[config.mk]
export PLATFORM = sky130hd
export DESIGN_NAME = dbx_regs
export DESIGN_NICKNAME = d
export VERILOG_FILES = /design/src/dbx_pkg.sv /design/src/dbx_regs.sv /design/src/dbx_trig_route.sv
export SDC_FILE = /design/constraint.sdc
export NUM_CORES = 1
export LEC_CHECK = 0
export BUFFER_PORTS_ARGS = -buffer_cell sky130_fd_sc_hd__buf_2
export CORE_MARGIN = 4
export CORE_UTILIZATION = 35
export DETAILED_ROUTE_END_ITERATION = 12
export GPL_TIMING_DRIVEN = 1
export PLACE_DENSITY = 0.64
export SYNTH_ARGS = -nofsm -noshare
export SYNTH_HDL_FRONTEND = slang
export SYNTH_HIERARCHICAL = 1
export SYNTH_SLANG_ARGS = --single-unit
[constraint.sdc]
create_clock -name ref_clk_i -period 2.9 [get_ports ref_clk_i]
set_clock_uncertainty 0.15 [all_clocks]
set_input_delay 0.87 -clock ref_clk_i [delete_from_list [all_inputs] [get_ports ref_clk_i]]
set_output_delay 0.87 -clock ref_clk_i [all_outputs]
set_load 0.1 [all_outputs]
[src/dbx_pkg.sv]
// Package of constants for the debug exception state registers.
// Assumes a coprocessor register port addressed by register number and select.
package dbx_pkg;

   // ****************************************************************
   // Coprocessor register addresses.
   // ****************************************************************
   localparam logic [4:0] DBX_REG_TBC = 5'h17;
   localparam logic [2:0] DBX_SEL_TBC = 3'h4;
   localparam logic [4:0] DBX_REG_CBS = 5'h17;
   localparam logic [2:0] DBX_SEL_CBS = 3'h6;
   localparam logic [4:0] DBX_REG_DRP = 5'h18;
   localparam logic [2:0] DBX_SEL_DRP = 3'h0;

   // ****************************************************************
   // Field layout and reset values.
   // ****************************************************************
   localparam int DBX_TBC_IE_POS = 15;
   localparam int DBX_MASK_W = 6;
   localparam int DBX_CBS_W = 4;
   localparam logic [DBX_MASK_W-1:0] DBX_MASK_RST = 6'h00;
   localparam logic DBX_IE_RST = 1'h0;
   localparam logic [1:0] DBX_ISA_RST = 2'h0;

   // ****************************************************************
   // Register slots selected by a coprocessor access.
   // ****************************************************************
   typedef enum logic [3:0] {
      DBX_SLOT_NONE = 4'h1,
      DBX_SLOT_TBC = 4'h2,
      DBX_SLOT_CBS = 4'h4,
      DBX_SLOT_DRP = 4'h8
   } dbx_slot_t;

endpackage

[src/dbx_regs.sv]
// Debug exception state registers: trace breakpoint control, complex break status,
// and debug resume program counter.
// Assumes the core pipeline drives coprocessor access and exception strobes
// synchronously to ref_clk_i, one cycle each.

// Contract
// RULE1: Trace breakpoint control exists only with hardware breakpoints and trace present.
// RULE2: Bit 15 enables instruction breakpoint triggers to tracing; read/write, resets zero.
// RULE3: Enable one passes instruction breakpoint triggers to trace; zero blocks them.
// RULE4: Six-bit read/write trace mask in bits 5:0, bit 0 first breakpoint.
// RULE5: Mask bits of unimplemented instruction breakpoints are ignored by trace logic.
// RULE6: Mask bit one: matching breakpoint trigger starts tracing.
// RULE7: Mask bit zero: matching breakpoint trigger stops tracing.
// RULE8: Complex break status exists only with complex hardware breakpoints.
// RULE9: Status bits 31:4 read zero; flags undefined until first debug exception.
// RULE10: Status bit 3 records a primed complex breakpoint on last exception.
// RULE11: Status bit 2 records a data qualified complex breakpoint on last exception.
// RULE12: Status bit 1 records a tuple breakpoint seen on last exception.
// RULE13: Status bit 0 records an active pass counter on last exception.
// RULE14: Resume program counter is read/write, holds address to resume after debug.
// RULE15: Precise debug exception loads the causing instruction's virtual address.
// RULE16: In a delay slot, capture the preceding branch address and set delay flag.
// RULE17: Asynchronous debug exception captures the address where execution should resume.
// RULE18: With compressed set, read returns upper 31 bits plus mode bit 0.
// RULE19: Write stores source bits 31:1, forcing counter bit 0 to zero.
// RULE20: Write clears upper mode bit and loads lower mode bit from source bit 0.
// RULE21: Debug return jumps to resume counter; its reset value is undefined.
module dbx_regs #(
   parameter bit HAS_HW_BP = 1'b1,
   parameter bit HAS_TRACE = 1'b1,
   parameter bit HAS_CPLX_BP = 1'b1,
   parameter bit HAS_COMPRESSED = 1'b1,
   parameter int NUM_IBP = 2
) (
   input wire logic ref_clk_i,
   input wire logic sys_rst_i,
   input wire logic coproc_write_op_i,
   input wire logic coproc_read_op_i,
   input wire logic [4:0] cp_reg_i,
   input wire logic [2:0] cp_sel_i,
   input wire logic [31:0] cp_wdata_i,
   output logic [31:0] cp_rdata_o,
   output logic cp_rvalid_o,
   input wire logic [dbx_pkg::DBX_MASK_W-1:0] instr_bp_trig_i,
   output logic trace_start_o,
   output logic trace_stop_o,
   input wire logic dbg_exc_i,
   input wire logic dbg_exc_async_i,
   input wire logic dbg_in_delay_slot_i,
   input wire logic [31:0] dbg_exc_pc_i,
   input wire logic [31:0] dbg_branch_pc_i,
   input wire logic [31:0] dbg_resume_pc_i,
   input wire logic [1:0] dbg_exc_isa_i,
   input wire logic prime_seen_i,
   input wire logic data_qual_seen_i,
   input wire logic tuple_seen_i,
   input wire logic pass_count_seen_i,
   input wire logic debug_return_op_i,
   output logic debug_delay_slot_flag_o,
   output logic redirect_o,
   output logic [31:0] redirect_pc_o,
   output logic [1:0] instr_set_mode_bits_o
);

   // ****************************************************************
   // Address decoding.
   // ****************************************************************
   localparam bit TBC_ON = HAS_HW_BP && HAS_TRACE;

   function automatic dbx_pkg::dbx_slot_t decode(input logic [4:0] r, input logic [2:0] s);
      if (TBC_ON && r == dbx_pkg::DBX_REG_TBC && s == dbx_pkg::DBX_SEL_TBC) begin // see RULE1
         return dbx_pkg::DBX_SLOT_TBC;
      end else if (HAS_CPLX_BP && r == dbx_pkg::DBX_REG_CBS && s == dbx_pkg::DBX_SEL_CBS) begin // see RULE8
         return dbx_pkg::DBX_SLOT_CBS;
      end else if (r == dbx_pkg::DBX_REG_DRP && s == dbx_pkg::DBX_SEL_DRP) begin
         return dbx_pkg::DBX_SLOT_DRP;
      end else begin
         return dbx_pkg::DBX_SLOT_NONE;
      end
   endfunction

   dbx_pkg::dbx_slot_t slot_w;
   logic wr_tbc_w;
   logic wr_drp_w;

   assign slot_w = decode(cp_reg_i, cp_sel_i);
   assign wr_tbc_w = coproc_write_op_i && (slot_w == dbx_pkg::DBX_SLOT_TBC);
   assign wr_drp_w = coproc_write_op_i && (slot_w == dbx_pkg::DBX_SLOT_DRP);

   // ****************************************************************
   // Trace breakpoint control.
   // ****************************************************************
   logic tbc_ie_r;
   logic [dbx_pkg::DBX_MASK_W-1:0] tbc_mask_r;

   always_ff @(posedge ref_clk_i or posedge sys_rst_i) begin
      if (sys_rst_i) begin
         tbc_ie_r <= dbx_pkg::DBX_IE_RST; // see RULE2
         tbc_mask_r <= dbx_pkg::DBX_MASK_RST;
      end else if (wr_tbc_w) begin
         tbc_ie_r <= cp_wdata_i[dbx_pkg::DBX_TBC_IE_POS]; // see RULE2
         tbc_mask_r <= cp_wdata_i[dbx_pkg::DBX_MASK_W-1:0]; // see RULE4
      end
   end

   generate
      if (TBC_ON) begin : g_route
         dbx_trig_route #(
            .NUM_IBP(NUM_IBP)
         ) u_route (
            .ref_clk_i(ref_clk_i),
            .sys_rst_i(sys_rst_i),
            .enable_i(tbc_ie_r),
            .mask_i(tbc_mask_r),
            .trig_i(instr_bp_trig_i),
            .trace_start_o(trace_start_o),
            .trace_stop_o(trace_stop_o)
         ); // see RULE3
      end else begin : g_noroute
         always_ff @(posedge ref_clk_i or posedge sys_rst_i) begin
            if (sys_rst_i) begin
               trace_start_o <= 1'b0;
               trace_stop_o <= 1'b0;
            end else begin
               trace_start_o <= 1'b0;
               trace_stop_o <= 1'b0;
            end
         end
      end
   endgenerate

   // ****************************************************************
   // Complex break status, captured on each debug exception.
   // ****************************************************************
   logic [dbx_pkg::DBX_CBS_W-1:0] cbs_r;

   always_ff @(posedge ref_clk_i) begin
      if (dbg_exc_i) begin
         cbs_r[3] <= prime_seen_i; // see RULE10
         cbs_r[2] <= data_qual_seen_i; // see RULE11
         cbs_r[1] <= tuple_seen_i; // see RULE12
         cbs_r[0] <= pass_count_seen_i; // see RULE13
      end
   end

   // ****************************************************************
   // Debug resume program counter and mode bits.
   // ****************************************************************
   logic [31:0] drp_r;
   logic [1:0] isa_r;
   logic dbd_r;

   always_ff @(posedge ref_clk_i) begin
      if (dbg_exc_i) begin
         if (dbg_exc_async_i) begin
            drp_r <= dbg_resume_pc_i; // see RULE17
         end else if (dbg_in_delay_slot_i) begin
            drp_r <= dbg_branch_pc_i; // see RULE16
         end else begin
            drp_r <= dbg_exc_pc_i; // see RULE15
         end
      end else if (wr_drp_w) begin
         drp_r <= {cp_wdata_i[31:1], 1'b0}; // see RULE19
      end
   end

   always_ff @(posedge ref_clk_i or posedge sys_rst_i) begin
      if (sys_rst_i) begin
         isa_r <= dbx_pkg::DBX_ISA_RST;
         dbd_r <= 1'b0;
      end else if (dbg_exc_i) begin
         isa_r <= dbg_exc_isa_i;
         dbd_r <= dbg_in_delay_slot_i && !dbg_exc_async_i; // see RULE16
      end else if (wr_drp_w) begin
         isa_r <= {1'b0, HAS_COMPRESSED ? cp_wdata_i[0] : 1'b0}; // see RULE20
      end
   end

   // ****************************************************************
   // Read port.
   // ****************************************************************
   always_ff @(posedge ref_clk_i or posedge sys_rst_i) begin
      if (sys_rst_i) begin
         cp_rdata_o <= 32'h0000_0000;
         cp_rvalid_o <= 1'b0;
      end else begin
         cp_rvalid_o <= coproc_read_op_i;
         if (!coproc_read_op_i) begin
            cp_rdata_o <= 32'h0000_0000;
         end else if (slot_w == dbx_pkg::DBX_SLOT_TBC) begin
            cp_rdata_o <= {16'h0000, tbc_ie_r, 9'h000, tbc_mask_r};
         end else if (slot_w == dbx_pkg::DBX_SLOT_CBS) begin
            cp_rdata_o <= {28'h000_0000, cbs_r}; // see RULE9
         end else if (slot_w == dbx_pkg::DBX_SLOT_DRP) begin
            cp_rdata_o <= HAS_COMPRESSED ? {drp_r[31:1], isa_r[0]} : drp_r; // see RULE18
         end else begin
            cp_rdata_o <= 32'h0000_0000;
         end
      end
   end

   // ****************************************************************
   // Debug return redirect and status outputs.
   // ****************************************************************
   always_ff @(posedge ref_clk_i or posedge sys_rst_i) begin
      if (sys_rst_i) begin
         redirect_o <= 1'b0;
         redirect_pc_o <= 32'h0000_0000;
         debug_delay_slot_flag_o <= 1'b0;
         instr_set_mode_bits_o <= dbx_pkg::DBX_ISA_RST;
      end else begin
         redirect_o <= debug_return_op_i; // see RULE21
         redirect_pc_o <= drp_r; // see RULE14
         debug_delay_slot_flag_o <= dbd_r;
         instr_set_mode_bits_o <= isa_r;
      end
   end

endmodule // dbx_regs

[src/dbx_trig_route.sv]
// Routing of instruction breakpoint triggers to trace start and stop pulses.
// Assumes trigger pulses are synchronous to the core clock.
module dbx_trig_route #(
   parameter int NUM_IBP = 2
) (
   input wire logic ref_clk_i,
   input wire logic sys_rst_i,
   input wire logic enable_i,
   input wire logic [dbx_pkg::DBX_MASK_W-1:0] mask_i,
   input wire logic [dbx_pkg::DBX_MASK_W-1:0] trig_i,
   output logic trace_start_o,
   output logic trace_stop_o
);

   logic [dbx_pkg::DBX_MASK_W-1:0] impl_w;
   logic [dbx_pkg::DBX_MASK_W-1:0] live_w;

   genvar g;
   generate
      for (g = 0; g < dbx_pkg::DBX_MASK_W; g++) begin : g_impl
         assign impl_w[g] = (g < NUM_IBP); // see RULE5
      end
   endgenerate

   assign live_w = enable_i ? (trig_i & impl_w) : '0; // see RULE3

   always_ff @(posedge ref_clk_i or posedge sys_rst_i) begin
      if (sys_rst_i) begin
         trace_start_o <= 1'b0;
         trace_stop_o <= 1'b0;
      end else begin
         trace_start_o <= |(live_w & mask_i); // see RULE6
         trace_stop_o <= |(live_w & ~mask_i); // see RULE7
      end
   end

endmodule // dbx_trig_route

==> results.md <==
- Multi-input logic area: 0.00158 sq mm
- GRT Total Usage: 0.162
- Period Utilization, post-route: 0.760
- Clk buf depth: 2
- Crit path time final: 2.20 ns
- Status: finished, final reports clean
- Setup-failing EPs final: 0
- Clock sink total: about 120
- Non-filler instance count after layout: around 770
- Crit-path max FO: 1
- Post-CTS Resized: 0
- Initial antenna violation count: 1
- # rows: 42
- Cells after DPL: about 740
- Setup tns final: 0 ns
- Leak: roughly 3.3 nW
- Die width: between 100 and 150 um
- Commonest non-fill, non-tap cell in the layout: buf_2
- Fin. Hold Viols: 0
- Post-synth EDFFs: 36
- H-tree depth reported by CTS: 4
- CTS Buf Count: 17
- Critical Path AT: about 1.2 ns
- Clock Root Buffer: clkbuf_16
- Layout cells sized above 1: 0.513
- Synth unique cells: 37
- WP buf/inv: 1
- Number of global-route vias before repair: between 3k and 4k
- CP max stage delay: about 0.43 ns
- Largest net degree at the start of global routing: 66
- Crit path cell chain: buf_2
- Port Buffers: approximately 220
- Total number of vias: around 3.6k
- Final antenna-violating net count: 0
- Post-CTS setup buffer count: 0
- Syn Inst Count: between 300 and 400
- Die H: around 130 um
- Die footprint: between 0.015 and 0.02 sq mm
- Drt pass-1 iters: 4
- Worst-Skew Late Latency: about 0.4 ns
- First-pass GRT wire length: roughly 20000 um
- Seq/Total Area, Yosys: 0.645
- Hold_buf cts: 0
- Initial DRC count: around 210
- Max-Cap Viols: 0
- GP Congestion: between 0.8 and 0.9
- Drt drc: 0
- Clk slew on worst S/H paths: about 0.050 ns
- Worst rel slew slack: 0.663
- Yosys warning count: 6
- Area Overhead vs Synth: 39.8%
- Hold WC Path Type: input port to async pin
- DP HPWL: around 9400 um
- Fmax: between 400 and 500 MHz
- Vias per std cell: 4.71
- Initial Util: 0.361
- IR drop worst, VDD: about 270 uV
- Worst setup EP type: primary output
- Yosys reg bits: approximately 120
- Post-synthesis average cell area: 13.7 sq um
- Critical path depth in cells: 1
- Final WL: ~13000 um
- Least-Margin Pin Slew: about 0.51 ns
- Diode count: 0
- CP Launch Type: flop
- Grt total ovfl: 0
- FF/Latch Area: 0.00311 sq mm
- IO Count: 227
- Avg WL per Cell: about 16 um
- Fraction of registers with async set/reset: 0.692
- WP data required: 1.88 ns
- Most used DFF post-synth: dfrtp_1
- Post-Syn Area: approximately 0.0048 sq mm
- Reg2reg setup slack: 1.88 ns
- CP Class: flop to primary output
- Cells on worst reg2reg path: 2
- Fill count: approximately 1.2k
- RSZ-0062 raised after global routing: no
- Final nets: 738
- Post-Syn Nets: 507
- Core area: ~0.013 sq mm
- CTS tree: done
- Pwr Density: about 690 mW/mm^2
- Max Slew Vio Count: 0
- Most frequent cells in the layout: buf_2, dfrtp_1, edfxtp_1
- Crit-path slowest cell: buf_2
- CP delay by family, top: buffers and inverters
## flip-flops by register name, indices dropped and copies added (netlist names)
register and flops:
isa_r 2, cp_rdata_o 32, tbc_mask_r 6, redirect_o 1, tbc_ie_r 1, instr_set_mode_bits_o 2, debug_delay_slot_flag_o 1, g_route.u_route/trace_stop_o 1
dbd_r 1, g_route.u_route/trace_start_o 1, drp_r 32, redirect_pc_o 32, cp_rvalid_o 1, cbs_r 4
## layout make-up
cell class | instances | share of cell area
Multi-Input combinational cell | 209 | 0.234
Clock inverter | 11 | 0.0200
Tap cell | 176 | 0.0327
Timing Repair Buffer | 232 | 0.183
Inverter | 5 | 0.00334
Sequential cell | 117 | 0.461
Clock buffer | 21 | 0.0653
## synth_stat cells (2+ instances only)
cell type	instances	share of area
buf_4	5	0.0078
mux2_4	7	0.022
mux2i_1	32	0.066
nor2b_1	2	0.0026
dfrtp_1	81	0.42
buf_2	6	0.0062
o21ai_1	28	0.029
edfxtp_1	36	0.22
nand2_1	33	0.026
and2_1	26	0.034
a21boi_1	3	0.0047
o21ai_0	5	0.0052
and4b_1	2	0.0042
inv_1	5	0.0039
nand3_1	14	0.015
mux2_2	31	0.072
buf_6	2	0.0047
nand2b_1	2	0.0026
o31ai_1	4	0.0062
clkbuf_1	7	0.0054
a31oi_1	4	0.0052
## report_power, final
group / internal (mW) / switching, mW
logic: 0.210 / 0.565
registers: 1.83 / 0.0413
clock network: 1.34 / 0.698
total: 3.38 / 1.30
## through the flow
step	utilization	worst slack, ns	hold slack (ns)	cell area [sq um]	total power, mW
floorplan	-	0.425	0.181	4830	2.44
global placement	0.462	0.494	0.184	6170	2.66
detailed placement	0.462	0.473	0.201	6170	2.68
CTS	0.505	0.653	0.184	6740	4.72
global route	0.505	0.639	0.182	6740	4.86
finish	0.505	0.697	0.199	6740	4.68
## worst paths after layout
check	to	start
max in group asynchronous	cp_rdata_o[0]	sys_rst_i
min in group ref_clk_i	redirect_pc_o[0]	drp_r[0]
setup reg to reg	cp_rdata_o[1]	tbc_mask_r[1]
setup / recovery	cp_rdata_o[10]	cp_rdata_o[10]
hold / removal	g_route.u_route/trace_stop_o	sys_rst_i
hold reg to reg	redirect_pc_o[0]	drp_r[0]
## layer usage
layer	global-route usage	wire [um]	vias up
met1	0.181	4920	1731
met5	0	12	-
met2	0.283	6420	172
met4	0.0440	96	2
met3	0.0695	1150	11
li1	-	-	1717
## cell families (layout without fill, tap and decap cells)
kind of cell           count (synthesis)  after routing  synth area share
multiplexers                          70             70             0.161
AO/OA/AOI/OAI                         52             52            0.0641
buffers and inverters                 25            269            0.0280
AND/OR/NAND/NOR                       87             87             0.103
flip-flops                           117            117             0.645
No activity file was read; power rests on OpenSTA's default activity.
